$ cat config.mk
export PLATFORM = sky130hd
export DESIGN_NAME = cbeao_core
export DESIGN_NICKNAME = d
export VERILOG_FILES = /design/src/cbeao_alu.v /design/src/cbeao_core.v
export VERILOG_INCLUDE_DIRS = /design/src
export SDC_FILE = /design/constraint.sdc
export NUM_CORES = 1
export LEC_CHECK = 0
export ABC_AREA = 1
export BUFFER_PORTS_ARGS = -buffer_cell sky130_fd_sc_hd__buf_2
export CORE_MARGIN = 5
export CORE_UTILIZATION = 40
export CTS_CLUSTER_SIZE = 8
export DETAILED_ROUTE_END_ITERATION = 12
export GPL_TIMING_DRIVEN = 1
export PLACE_DENSITY_LB_ADDON = 0.1
export SLEW_MARGIN = 20
export SYNTH_ARGS = -nofsm -noshare
export SYNTH_HDL_FRONTEND = slang
export SYNTH_SLANG_ARGS = --single-unit
$ cat constraint.sdc
create_clock -name sys_clk -period 4.4 [get_ports sys_clk]
set_input_delay 0.88 -clock sys_clk [delete_from_list [all_inputs] [get_ports sys_clk]]
set_output_delay 0.88 -clock sys_clk [all_outputs]
set_load 0.03 [all_outputs]
$ cat src/cbeao_regs.vh
`ifndef CBEAO_REGS_VH
`define CBEAO_REGS_VH
// Behaviour
// RULE_01 - break loads trap opcode into instruction register
// RULE_02 - break vector FFFC, or FEFC in monitor
// RULE_03 - pending break waits for instruction end
// RULE_04 - match on last cycle enters break at once
// RULE_05 - return ends break once request is gone
// RULE_06 - add with carry, eight forms, five flags
// RULE_07 - add without carry, same forms and flags
// RULE_08 - signed immediate added to stack, two cycles
// RULE_09 - signed immediate added to index pair
// RULE_10 - and clears overflow, sets negative and zero
// RULE_11 - left shift, bit 7 to carry
// RULE_12 - right shift keeps sign, five forms; the core decodes six (direct, A, X, ix1, ix, sp1)
// RULE_13 - branch on carry clear, three cycles
// RULE_14 - clear one direct-page bit, four cycles
// RULE_15 - branch on carry set, three cycles
// RULE_16 - branch on zero set, three cycles
// RULE_17 - half-carry from bit 3 into 4
// RULE_18 - branch offset is signed, sign-extended

// ********************************
// opcodes
// ********************************
`define CBEAO_OP_TRAP   8'h83
`define CBEAO_OP_RETI   8'h80
`define CBEAO_OP_PREFIX 8'h9E
`define CBEAO_OP_STKADJ 8'hA7
`define CBEAO_OP_IDXADJ 8'hAF
`define CBEAO_OP_BR_CC  8'h24
`define CBEAO_OP_BR_CS  8'h25
`define CBEAO_OP_BR_EQ  8'h27
`define CBEAO_LO_ADC    4'h9
`define CBEAO_LO_ADD    4'hB
`define CBEAO_LO_AND    4'h4
`define CBEAO_LO_SHL    4'h8
`define CBEAO_LO_SHR    4'h7
`define CBEAO_HI_CLRB   4'h1
// row nibbles selecting the addressing form
`define CBEAO_HI_IMM    4'hA
`define CBEAO_HI_DIR    4'hB
`define CBEAO_HI_EXT    4'hC
`define CBEAO_HI_IX2    4'hD
`define CBEAO_HI_IX1    4'hE
`define CBEAO_HI_IX     4'hF
`define CBEAO_HI_SP1    4'hE
`define CBEAO_HI_SP2    4'hD
`define CBEAO_HS_DIR    4'h3
`define CBEAO_HS_INHA   4'h4
`define CBEAO_HS_INHX   4'h5
`define CBEAO_HS_IX1    4'h6
`define CBEAO_HS_IX     4'h7
`define CBEAO_HS_SP1    4'h6

// ********************************
// vectors and reset values
// ********************************
`define CBEAO_VEC_BRK   16'hFFFC
`define CBEAO_VEC_MON   16'hFEFC
`define CBEAO_VEC_RST   16'hFFFE
`define CBEAO_SP_RST    16'h00FF
`define CBEAO_CCR_RST   8'h68
`define CBEAO_CCR_ONES  8'h60

// ********************************
// flag positions
// ********************************
`define CBEAO_F_V 7
`define CBEAO_F_H 4
`define CBEAO_F_I 3
`define CBEAO_F_N 2
`define CBEAO_F_Z 1
`define CBEAO_F_C 0

// ********************************
// alu operations
// ********************************
`define CBEAO_ALU_ADD  3'h0
`define CBEAO_ALU_ADC  3'h1
`define CBEAO_ALU_AND  3'h2
`define CBEAO_ALU_SHL  3'h3
`define CBEAO_ALU_SHR  3'h4
`define CBEAO_ALU_CLRB 3'h5
`define CBEAO_ALU_PASS 3'h6

// ********************************
// cycle counts
// ********************************
`define CBEAO_CYC_IMM  4'h2
`define CBEAO_CYC_DIR  4'h3
`define CBEAO_CYC_EXT  4'h4
`define CBEAO_CYC_IX2  4'h4
`define CBEAO_CYC_IX1  4'h3
`define CBEAO_CYC_IX   4'h2
`define CBEAO_CYC_SP1  4'h4
`define CBEAO_CYC_SP2  4'h5
`define CBEAO_CYC_SDIR 4'h4
`define CBEAO_CYC_SINH 4'h1
`define CBEAO_CYC_SIX1 4'h4
`define CBEAO_CYC_SIX  4'h3
`define CBEAO_CYC_SSP1 4'h5
`define CBEAO_CYC_BR   4'h3
`define CBEAO_CYC_CLRB 4'h4
`define CBEAO_CYC_ADJ  4'h2
`define CBEAO_CYC_ONE  4'h1
`define CBEAO_STK_LAST 3'h4
`define CBEAO_STK_VEC  3'h5
`define CBEAO_PUL_LAST 3'h5

`endif

$ cat src/cbeao_alu.v
`timescale 1ns/1ps
`include "cbeao_regs.vh"
module cbeao_alu (
	input  wire [2:0] op,
	input  wire [7:0] a,
	input  wire [7:0] m,
	input  wire [7:0] flags_in,
	input  wire [2:0] bitn,
	output reg  [7:0] res,
	output reg  [7:0] flags_out
);
	reg [8:0] sum;
	reg       cin;

	always @* begin
		sum = 9'h000;
		cin = (op == `CBEAO_ALU_ADC) ? flags_in[`CBEAO_F_C] : 1'b0;
		res = a;
		flags_out = flags_in;
		case (op)
		`CBEAO_ALU_ADD, `CBEAO_ALU_ADC: begin // [RULE_06] [RULE_07]
			sum = {1'b0, a} + {1'b0, m} + {8'h00, cin};
			res = sum[7:0];
			flags_out[`CBEAO_F_C] = sum[8];
			flags_out[`CBEAO_F_H] = a[4] ^ m[4] ^ sum[4]; // [RULE_17]
			flags_out[`CBEAO_F_V] = (a[7] & m[7] & ~sum[7]) |
				(~a[7] & ~m[7] & sum[7]);
			flags_out[`CBEAO_F_N] = sum[7];
			flags_out[`CBEAO_F_Z] = (sum[7:0] == 8'h00);
		end
		`CBEAO_ALU_AND: begin // [RULE_10]
			res = a & m;
			flags_out[`CBEAO_F_V] = 1'b0;
			flags_out[`CBEAO_F_N] = res[7];
			flags_out[`CBEAO_F_Z] = (res == 8'h00);
		end
		`CBEAO_ALU_SHL, `CBEAO_ALU_SHR: begin // [RULE_11] [RULE_12]
			if (op == `CBEAO_ALU_SHL) begin
				res = {a[6:0], 1'b0};
				flags_out[`CBEAO_F_C] = a[7];
			end else begin
				res = {a[7], a[7:1]};
				flags_out[`CBEAO_F_C] = a[0];
			end
			flags_out[`CBEAO_F_N] = res[7];
			flags_out[`CBEAO_F_Z] = (res == 8'h00);
			// overflow is sign xor carry after the shift
			flags_out[`CBEAO_F_V] = res[7] ^ flags_out[`CBEAO_F_C];
		end
		`CBEAO_ALU_CLRB: begin
			res = a & ~(8'h01 << bitn); // [RULE_14]
		end
		default: begin
			res = a;
		end
		endcase
	end
endmodule

$ cat src/cbeao_core.v
`timescale 1ns/1ps
`include "cbeao_regs.vh"
module cbeao_core (
	input  wire        sys_clk,
	input  wire        sys_rst,
	input  wire [7:0]  mem_rdata,
	input  wire        brk_req,
	input  wire        monitor_mode,
	output reg  [15:0] mem_addr,
	output reg  [7:0]  mem_wdata,
	output reg         mem_rd,
	output reg         mem_wr,
	output reg         brk_active,
	output reg         instr_end,
	output reg  [7:0]  acc,
	output reg  [15:0] hx,
	output reg  [15:0] sp,
	output reg  [15:0] pc,
	output reg  [7:0]  condition_flags
);
	// ********************************
	// states
	// ********************************
	localparam S_OP  = 8'h01;
	localparam S_ARG = 8'h02;
	localparam S_MEM = 8'h04;
	localparam S_END = 8'h08;
	localparam S_STK = 8'h10;
	localparam S_PUL = 8'h20;
	localparam S_VL  = 8'h40;
	localparam S_VD  = 8'h80;

	reg [7:0]  state;
	reg [7:0]  ir;
	reg        pre;
	reg        argc;
	reg [7:0]  ea_hi;
	reg [3:0]  cyc;
	reg [2:0]  k;
	reg [15:0] vaddr;
	reg [3:0]  need;
	reg [7:0]  stk_byte;

	// ********************************
	// decode
	// ********************************
	// the opcode is decoded straight off the bus in its own cycle
	wire [7:0] dop = (state == S_OP) ? mem_rdata : ir;
	wire       dpre = pre;
	wire [3:0] hi = dop[7:4];
	wire [3:0] lo = dop[3:0];

	wire is_alu = (lo == `CBEAO_LO_ADC || lo == `CBEAO_LO_ADD ||
		lo == `CBEAO_LO_AND) && (dpre ?
		(hi == `CBEAO_HI_SP1 || hi == `CBEAO_HI_SP2) :
		(hi >= `CBEAO_HI_IMM));
	wire is_sh = (lo == `CBEAO_LO_SHL || lo == `CBEAO_LO_SHR) && (dpre ?
		(hi == `CBEAO_HS_SP1) :
		(hi >= `CBEAO_HS_DIR && hi <= `CBEAO_HS_IX));
	wire is_clrb = !dpre && hi == `CBEAO_HI_CLRB && lo[0];
	wire is_br = !dpre && (dop == `CBEAO_OP_BR_CC ||
		dop == `CBEAO_OP_BR_CS || dop == `CBEAO_OP_BR_EQ);
	wire is_adj = !dpre && (dop == `CBEAO_OP_STKADJ ||
		dop == `CBEAO_OP_IDXADJ);

	wire m_imm  = is_alu && !dpre && hi == `CBEAO_HI_IMM;
	wire m_dir  = (is_alu && !dpre && hi == `CBEAO_HI_DIR) ||
		(is_sh && !dpre && hi == `CBEAO_HS_DIR) || is_clrb;
	wire m_ext  = is_alu && !dpre && hi == `CBEAO_HI_EXT;
	wire m_ix2  = is_alu && !dpre && hi == `CBEAO_HI_IX2;
	wire m_ix1  = (is_alu && !dpre && hi == `CBEAO_HI_IX1) ||
		(is_sh && !dpre && hi == `CBEAO_HS_IX1);
	wire m_ix   = (is_alu && !dpre && hi == `CBEAO_HI_IX) ||
		(is_sh && !dpre && hi == `CBEAO_HS_IX);
	wire m_sp1  = dpre && ((is_alu && hi == `CBEAO_HI_SP1) || is_sh);
	wire m_sp2  = dpre && is_alu && hi == `CBEAO_HI_SP2;
	wire m_inha = is_sh && !dpre && hi == `CBEAO_HS_INHA;
	wire m_inhx = is_sh && !dpre && hi == `CBEAO_HS_INHX;
	wire two_arg = m_ext || m_ix2 || m_sp2;

	// ********************************
	// cycle budget per instruction
	// ********************************
	always @* begin
		need = `CBEAO_CYC_ONE;
		if (is_alu) begin
			need = m_imm ? `CBEAO_CYC_IMM :
				m_dir ? `CBEAO_CYC_DIR :
				m_ext ? `CBEAO_CYC_EXT :
				m_ix2 ? `CBEAO_CYC_IX2 :
				m_ix1 ? `CBEAO_CYC_IX1 :
				m_ix  ? `CBEAO_CYC_IX :
				m_sp1 ? `CBEAO_CYC_SP1 : `CBEAO_CYC_SP2;
		end else if (is_sh) begin // [RULE_11] [RULE_12]
			need = m_dir ? `CBEAO_CYC_SDIR :
				m_ix1 ? `CBEAO_CYC_SIX1 :
				m_ix  ? `CBEAO_CYC_SIX :
				m_sp1 ? `CBEAO_CYC_SSP1 : `CBEAO_CYC_SINH;
		end else if (is_br) begin
			need = `CBEAO_CYC_BR; // [RULE_13] [RULE_15] [RULE_16]
		end else if (is_clrb) begin
			need = `CBEAO_CYC_CLRB; // [RULE_14]
		end else if (is_adj) begin
			need = `CBEAO_CYC_ADJ; // [RULE_08] [RULE_09]
		end
	end

	// ********************************
	// operand paths
	// ********************************
	wire [15:0] sx = {{8{mem_rdata[7]}}, mem_rdata}; // [RULE_18]
	wire [15:0] word = {ea_hi, mem_rdata};
	wire [15:0] byte0 = {8'h00, mem_rdata};
	wire [15:0] ea_w = m_ext ? word :
		m_ix2 ? hx + word :
		m_ix1 ? hx + byte0 :
		m_sp1 ? sp + byte0 :
		m_sp2 ? sp + word : byte0;

	wire taken = (dop == `CBEAO_OP_BR_CC) ?
		!condition_flags[`CBEAO_F_C] :
		(dop == `CBEAO_OP_BR_CS) ? condition_flags[`CBEAO_F_C] :
		condition_flags[`CBEAO_F_Z];

	wire [2:0] alu_op = !is_alu ? (is_clrb ? `CBEAO_ALU_CLRB :
		!is_sh ? `CBEAO_ALU_PASS :
		(lo == `CBEAO_LO_SHL) ? `CBEAO_ALU_SHL : `CBEAO_ALU_SHR) :
		(lo == `CBEAO_LO_ADC) ? `CBEAO_ALU_ADC : // [RULE_06]
		(lo == `CBEAO_LO_ADD) ? `CBEAO_ALU_ADD : // [RULE_07]
		`CBEAO_ALU_AND;
	wire [7:0] alu_a = (is_alu || m_inha) ? acc :
		m_inhx ? hx[7:0] : mem_rdata;
	wire [7:0] alu_res;
	wire [7:0] alu_flg;

	cbeao_alu u_alu (
		.op        (alu_op),
		.a         (alu_a),
		.m         (mem_rdata),
		.flags_in  (condition_flags),
		.bitn      (dop[3:1]),
		.res       (alu_res),
		.flags_out (alu_flg)
	);

	wire [15:0] vec = (brk_active && monitor_mode) ?
		`CBEAO_VEC_MON : `CBEAO_VEC_BRK; // [RULE_02]

	always @* begin
		case (k)
		3'h0:    stk_byte = pc[7:0];
		3'h1:    stk_byte = pc[15:8];
		3'h2:    stk_byte = hx[7:0];
		3'h3:    stk_byte = acc;
		default: stk_byte = condition_flags;
		endcase
	end

	// ********************************
	// sequencing helpers
	// ********************************
	task rd;
		input [15:0] a;
		begin
			mem_addr <= a;
			mem_rd <= 1'b1;
		end
	endtask

	task fetch;
		begin
			rd(pc);
			pc <= pc + 16'h0001;
		end
	endtask

	// break is sampled only here, so it never splits an instruction
	task fin;
		input [15:0] a;
		begin
			pre <= 1'b0;
			cyc <= 4'h0;
			instr_end <= 1'b1;
			if (brk_req && !brk_active) begin // [RULE_03] [RULE_04]
				ir <= `CBEAO_OP_TRAP; // [RULE_01]
				brk_active <= 1'b1;
				k <= 3'h0;
				pc <= a;
				state <= S_STK;
			end else begin
				rd(a);
				pc <= a + 16'h0001;
				state <= S_OP;
			end
		end
	endtask

	task close;
		begin
			if (cyc + 4'h1 >= need)
				fin(pc);
			else
				state <= S_END;
		end
	endtask

	// ********************************
	// main sequencer
	// ********************************
	always @(posedge sys_clk) begin
		if (sys_rst) begin
			state <= S_VL;
			mem_addr <= `CBEAO_VEC_RST;
			mem_rd <= 1'b1;
			mem_wr <= 1'b0;
			mem_wdata <= 8'h00;
			vaddr <= `CBEAO_VEC_RST;
			brk_active <= 1'b0;
			instr_end <= 1'b0;
			acc <= 8'h00;
			hx <= 16'h0000;
			sp <= `CBEAO_SP_RST;
			pc <= 16'h0000;
			condition_flags <= `CBEAO_CCR_RST;
			ir <= 8'h00;
			pre <= 1'b0;
			argc <= 1'b0;
			ea_hi <= 8'h00;
			cyc <= 4'h0;
			k <= 3'h0;
		end else begin
			mem_rd <= 1'b0;
			mem_wr <= 1'b0;
			instr_end <= 1'b0;
			cyc <= cyc + 4'h1;
			case (state)
			S_OP: begin
				if (mem_rdata == `CBEAO_OP_PREFIX && !pre) begin
					pre <= 1'b1;
					fetch;
				end else begin
					ir <= mem_rdata;
					if (!pre && mem_rdata == `CBEAO_OP_TRAP) begin
						k <= 3'h0;
						state <= S_STK;
					end else if (!pre && mem_rdata == `CBEAO_OP_RETI) begin
						k <= 3'h0;
						state <= S_PUL;
					end else if (m_inha) begin
						acc <= alu_res; // [RULE_11] [RULE_12]
						condition_flags <= alu_flg;
						close;
					end else if (m_inhx) begin
						hx[7:0] <= alu_res;
						condition_flags <= alu_flg;
						close;
					end else if (m_ix) begin
						rd(hx);
						state <= S_MEM;
					end else if (is_alu || is_sh || is_clrb || is_br ||
						is_adj) begin
						argc <= 1'b0;
						fetch;
						state <= S_ARG;
					end else begin
						fin(pc);
					end
				end
			end
			S_ARG: begin
				if (two_arg && !argc) begin
					ea_hi <= mem_rdata;
					argc <= 1'b1;
					fetch;
				end else if (m_imm) begin
					acc <= alu_res;
					condition_flags <= alu_flg;
					close;
				end else if (is_adj) begin
					// flags are left alone by both adjusts
					if (dop == `CBEAO_OP_STKADJ)
						sp <= sp + sx; // [RULE_08]
					else
						hx <= hx + sx; // [RULE_09]
					close;
				end else if (is_br) begin
					// pc already points past the offset byte
					if (taken)
						pc <= pc + sx; // [RULE_13] [RULE_15] [RULE_16]
					state <= S_END;
				end else begin
					rd(ea_w);
					state <= S_MEM;
				end
			end
			S_MEM: begin
				if (is_alu) begin
					acc <= alu_res; // [RULE_06] [RULE_07] [RULE_10]
					condition_flags <= alu_flg;
					close;
				end else begin
					// write back to the address just read; memory
					// forms always pad, so no fetch competes here
					mem_wdata <= alu_res; // [RULE_14]
					mem_wr <= 1'b1;
					condition_flags <= alu_flg;
					state <= S_END;
				end
			end
			S_END: begin
				if (cyc + 4'h1 >= need)
					fin(pc);
			end
			S_STK: begin
				if (k == `CBEAO_STK_VEC) begin
					rd(vec);
					vaddr <= vec;
					state <= S_VL;
				end else begin
					mem_addr <= sp;
					mem_wdata <= stk_byte;
					mem_wr <= 1'b1;
					sp <= sp - 16'h0001;
					if (k == `CBEAO_STK_LAST)
						condition_flags[`CBEAO_F_I] <= 1'b1;
					k <= k + 3'h1;
				end
			end
			S_PUL: begin
				case (k)
				3'h1: condition_flags <= mem_rdata | `CBEAO_CCR_ONES;
				3'h2: acc <= mem_rdata;
				3'h3: hx[7:0] <= mem_rdata;
				3'h4: pc[15:8] <= mem_rdata;
				default: ;
				endcase
				if (k == `CBEAO_PUL_LAST) begin
					if (!brk_req)
						brk_active <= 1'b0; // [RULE_05]
					fin({pc[15:8], mem_rdata});
				end else begin
					rd(sp + 16'h0001);
					sp <= sp + 16'h0001;
					k <= k + 3'h1;
				end
			end
			S_VL: begin
				pc[15:8] <= mem_rdata;
				rd(vaddr + 16'h0001);
				state <= S_VD;
			end
			S_VD: begin
				fin({pc[15:8], mem_rdata});
			end
			default: begin
				fin(pc);
			end
			endcase
		end
	end
endmodule

==> results of run 1 <==
==> worst max-delay path by stage <==
stage / start / cells past startpoint / end / slack (ns)
5_1_grt: state[4] / 37 / mem_addr[13] / -0.19
3_3_place_gp: mem_rdata[7] / 32 / pc[8] / -0.20
3_5_place_dp: mem_rdata[7] / 30 / condition_flags[1] / -0.22
2_1_floorplan: mem_rdata[0] / 28 / pc[13] / 0.001
4_1_cts: state[2] / 33 / pc[10] / 0.006
6_report: state[2] / 35 / mem_addr[13] / 0.02
==> worst max-delay path, delay by kind of cell (launching register included) <==
family | cells | cell delay [ns]
buffers and inverters | 8 | 0.92
and+or+nand+nor | 19 | 1.70
adders and majority gates | 1 | 0.30
AOI/OAI and AO/OA | 7 | 0.99
DFF | 1 | 0.32
==> power groups by stage <==
stage | sequential, W | clock [W] | combinational (W)
CTS | 0.00199 | 0.00163 | 0.00762
global placement | 0.00201 | 0 | 0.00755
detailed placement | 0.00201 | 0 | 0.00758
floorplan | 0.00220 | 0 | 0.00443
global route | 0.00205 | 0.00167 | 0.00911
finish | 0.00203 | 0.00162 | 0.00849
==> through the flow <==
step           hold slack (ns)  TNS, ns  instances  util, %
6_report                 0.470        0       3616     51.2
3_3_place_gp             0.448    -4.88       3553     47.2
5_1_grt                  0.501    -4.27       3616     51.2
4_1_cts                  0.472        0       3586     48.8
2_1_floorplan            0.433        0       2786        -
3_5_place_dp             0.462    -6.75       3553     47.2
==> Yosys cell counts (4+ instances only) <==
cell type and n:
a31oi_1 21, nand2_1 662, buf_6 5, nor2_1 248, or2_2 21, fa_1 6
nor2_4 8, a221oi_1 7, inv_1 266, o221ai_1 20, clkinv_1 6, a21boi_0 5
nor4_1 8, dfxtp_1 126, xor2_1 58, nand4_1 41, o2111ai_1 24, clkbuf_1 75
nand3_1 159, a21oi_1 301, nor3_1 48, nand2_2 32, o211ai_1 26, buf_2 28
o21ai_0 302, buf_1 11, o21ai_1 20, nand3b_1 4, nor2_2 13, nand2_4 4
a21o_1 4, o21a_1 6, o31ai_1 7, xnor2_1 24, ha_1 92, a311oi_1 4
o22ai_1 25, inv_2 16, a211oi_1 15
==> per-layer routing <==
layer	share of wire [%]	up-vias	wire (um)	global-route usage, %
met2	41	1390	36100	54.9
met1	41	10300	36300	51.5
met3	11	303	9630	8.29
li1	-	10100	-	-
met4	6.6	0	5830	20.7
met5	0	-	0	0
==> sequential cells by signal, indices dropped and copies added, names as in the netlist <==
signal,count
dpre,1
k,3
condition_flags,7
mem_wdata,8
mem_addr,16
brk_active,1
argc,1
mem_rd,1
vaddr,2
sp,16
ea_hi,8
hx,16
state,8
mem_wr,1
cyc,4
pc,16
acc,8
instr_end,1
ir,8
==> cell type report <==
cell class	count	area, um^2
Clock buffer	18	429
Timing Repair Buffer	394	2910
Fill cell	4245	19500
Tap cell	525	657
Sequential cell	126	2530
Inverter	288	1090
Clock inverter	14	194
Antenna cell	1	2.50
Multi-Input combinational cell	2250	12600
==> what timing repair did <==
action                     in CTS  in global routing
hold buffers                    0                  0
gates cloned                    0                  4
pin swaps                       0                 64
setup buffers                   1                 25
setup endpoints to repair       2                 69
gates resized for setup         0                192
==> cell families after synthesis <==
| family | count (synthesis) | synth area share (%) |
|---|---|---|
| DFF | 126 | 15.6 |
| xor gates and xnor gates | 82 | 4.44 |
| buffers and inverters | 410 | 10.0 |
| muxes | 1 | 0.0696 |
| adders and majority gates | 98 | 7.86 |
| and+or+nand+nor | 1267 | 34.2 |
| AOI/OAI and AO/OA | 802 | 27.8 |
==> flow_summary.ini, run 1 <==
[status]
outcome = completed

[power]
pwr-share-seq_pct = 16.7
powerDensity_nw_per_um2 = 594
ir_drop_v = 0.000322
p_leak_nw = 9.79
p_sw_w = 0.00672
pwr-share-comb_pct = 69.9
total_power_w = 0.0121
p_int_w = 0.00543
power.clock.fraction_pct = 13.3
switching_share_pct = 55.3

[clock_network]
clockRootBuffer = clkbuf_16
cts_buffers = 17
cts.path.max_buffers = 2
clk_pin_slew_ns = 0.07
tritoncts = done
clock_latency_ns = 0.50
htree_levels = 4
cts.sinks = 126

[floorplan]
pin_count = 104
chipWidth_um = 211
core_region_area_um2 = 39900
dieArea_um2 = 44600
rows = 73
start_util_pct = 40.5
die_h_um = 211

[finish]
final_net_count = 3187
finalInstanceArea_um2 = 20400
most-common-layout-cells = 639 x nand2_1, 292 x a21oi_1, 269 x buf_4, 256 x inv_1, 256 x o21ai_0
area_growth_pct = 26.3
final_common_cell = nand2_1
drive_gt1_share_pct = 20.8

[place]
io_buffers = 103
place_hpwl_um = 66700
place.gp.congestion = 1.03
placed_area_um2 = 18900
place_ws_ns = -0.218

[synthesis]
yosysTopAreaCellShare_pct = 15.6
syn_inst = 2786
synth_top_cell_by_area = dfxtp_1
ys.flop_type = dfxtp_1
ys_types = 63
synthArstFlopShare_pct = 0
synth_area_leaders = dfxtp_1 16%, nand2_1 15%, o21ai_0 9.3%, a21oi_1 9.3%, ha_1 7.1%
yosys_warnings = 0
syn_avg_cell_area_um2 = 5.81
yosysSeqAreaShare_pct = 15.6
synth_fp_nets = 2896
synth_area_um2 = 16200
ys_seq_elements = 126
synth-edff-count = 0

[critical_path]
worstReg2RegStart = state[2]
end_kind = flop
slowest_delay_ns = 0.32
regToRegEndpoint = mem_addr[13]
critPathLaunchType = flop
cpMaxStageDelayCell = dfxtp_2
rrSetupSlack_ns = 0.02
worstPathRequired_ns = 4.79
path_class = reg2reg
critical_path_peak_fanout = 8
crit_arrival_ns = 4.77
ff2ff_path_depth = 35

[global_routing]
grt_pass1_wl_um = 127000
antenna_found_initial = 2
grt_max_degree = 58
grt_pass1_vias = 19900
grt.total_usage_pct = 37.7
overflow = 0

[sta]
min_period_over_period_pct = 99.5
finalWorstSetupSlack_ns = 0.0203
worstMarginPinSlew_ns = 0.950
period_minus_slack_ns = 4.38
slew_violations = 0
rsz0062_at_grt = yes
fin_worst_skew_ns = 0.0153
finalHoldViolations = 0
relSlewSlack_pct = 36.7
timing.fmax_ghz = 0.228
setup_viol_count_final = 0

[drt]
drtIter0Drc = 2717
ant_nets = 0
routedWlPerCell_um = 24.3
viasPerCell = 6.10
drc = 0
wl_um = 87900
first_pass_iters = 7
vias = 22000

[min_path]
hp-start = mem_wdata[6]
hp-class = reg2reg
min_to = mem_wdata[6]
whs_path_depth = 2

[job]
maxCapViolCount = 0
Note: power is estimated with default switching activity, not from simulation.
==> inputs of run 2 (changes only) <==
- clock period: 4.4 -> 4.85 ns (I/O delays scaled with it)
==> run 2 against run 1 <==
Net effect: final cell count shrank 3.1%; register-to-register slack better by 0.29 ns; flip-flop and latch count stayed put; die area stayed put; clock skew increased by 0.0016 ns; global-route usage down 0.32 points; cell area shrank 7.8%; routed wire length fell by 1.6%; critical path depth fell by 6; sequential share of layout area rose by 1.0 points; critical endpoint is now mem_wdata[6]; highest routed layer unchanged.
==> flow_summary.ini, run 2 (synthesis results as in run 1) <==
[floorplan]
rows = 73
die_h_um = 211
core_region_area_um2 = 39900
dieArea_um2 = 44600
pin_count = 104
chipWidth_um = 211
start_util_pct = 40.5

[place]
io_buffers = 103
dpl.cell_count = 3471
place.gp.congestion = 1.01
place_hpwl_um = 65400
placed_area_um2 = 18200

[power]
powerDensity_nw_per_um2 = 527
ir_drop_v = 0.000377
p_leak_nw = 9.05

[sta]
relSlewSlack_pct = 33.0
setup_viol_count_final = 0
final.setup.tns_ns = 0
timing.fmax_ghz = 0.220
finalHoldViolations = 0
fin_worst_skew_ns = 0.0169
rsz0062_at_grt = no
min_period_over_period_pct = 93.7
hold_slack_ns = 0.462
period_minus_slack_ns = 4.54
worstMarginPinSlew_ns = 0.996
slew_violations = 0

[drt]
ant_nets = 0
viasPerCell = 6.06
first_pass_iters = 8
routedWlPerCell_um = 24.7
drc = 0
drtIter0Drc = 2717
wl_um = 86500
vias = 21200

[finish]
fill_cells = 4333
final_net_count = 3075
final_util_pct = 47.2
finalInstanceArea_um2 = 18800
drive_gt1_share_pct = 14.5
multiInputGateArea_um2 = 12100
most-common-layout-cells = 660 x nand2_1, 301 x a21oi_1, 297 x o21ai_0, 265 x inv_1, 247 x nor2_1
area_growth_pct = 16.4
final_cell_count_no_fill = 3504
final_common_cell = nand2_1
ff_latch_area_um2 = 2520

[clock_network]
cts.path.max_buffers = 2
tritoncts = done
cts.sinks = 126
cts_buffers = 17
clockRootBuffer = clkbuf_16
htree_levels = 4
clk_pin_slew_ns = 0.08
post-cts-setup-buffers = 0
clock_latency_ns = 0.50

[critical_path]
worstPathRequired_ns = 5.18
end_kind = flop
slowest_delay_ns = 0.38
critPathLaunchType = flop
path_class = reg2reg
cp_top_family = simple AND/OR/NAND/NOR gates
critical_path_peak_fanout = 9
path_buf_inv = 7
cpMaxStageDelayCell = fa_1
crit_arrival_ns = 4.88

[global_routing]
grt.total_usage_pct = 37.3
overflow = 0
grt_max_degree = 58
antenna_found_initial = 1
grt_pass1_vias = 19400
grt_pass1_wl_um = 125000

[min_path]
hp-class = reg2reg

[job]
maxCapViolCount = 0

[status]
outcome = completed
## run 2: cell types whose count changed in the layout (fill, tap and decap cells not counted), sizes merged
cell      change
clkinv        -1
inv           +5
buf         -108
clkinvlp      -1
clkbuf        -5
bufinv        -2
## run 2: worst min-delay path: stages, from the launching register on
cell and delay (ns):
dfxtp_1 0.31, nand2_1 0.06, a21oi_1 0.05
## run 2: path summary, 6_finish.rpt
| path | slack, ns | cells past startpoint | to | startpoint |
|---|---|---|---|---|
| max | 0.31 | 29 | mem_wdata[6] | state[2] |
| min | 0.46 | 2 | ir[6] | ir[6] |
| max reg2reg | 0.31 | 29 | mem_wdata[6] | state[2] |
| min reg2reg | 0.46 | 2 | ir[6] | ir[6] |
## run 2: power by group
part	internal (W)	switching, W	total [W]
registers	0.00130	0.000609	0.00191
logic	0.00220	0.00442	0.00663
clock network	0.000761	0.000620	0.00138
total	0.00426	0.00565	0.00992
## run 2: area by class of cell
class / count / area share (%)
Clock buffer: 17 / 2.26
Timing Repair Buffer: 282 / 10.0
Clock inverter: 15 / 0.870
Multi-Input combinational cell: 2250 / 64.2
Inverter: 288 / 5.74
Antenna cell: 1 / 0.0133
Tap cell: 525 / 3.49
Sequential cell: 126 / 13.4
## run 2: timing repair
| item | 4_1_cts | 5_1_grt |
|---|---|---|
| endpoints found under the hold margin | 0 | 0 |
| setup endpoints to repair | 0 | 54 |
| hold buffers | 0 | 0 |
| resized for setup | 0 | 16 |
## run 2: metrics by stage
step           setup slack [ns]  power (W)
6_report                  0.306    0.00992
3_3_place_gp             0.0291    0.00830
3_5_place_dp            -0.0497    0.00833
2_1_floorplan            0.0764    0.00597
5_1_grt                 0.00980     0.0105
4_1_cts                   0.228    0.00974
## run 2: per-layer routing
metal / up-vias / part of all wire (%) / global-route usage [%]
met3: 336 / 10 / 7.53
li1: 9851 / - / -
met4: 0 / 7.0 / 21.6
met2: 1279 / 43 / 58.2
met5: - / 0 / 0
met1: 9755 / 39 / 47.9
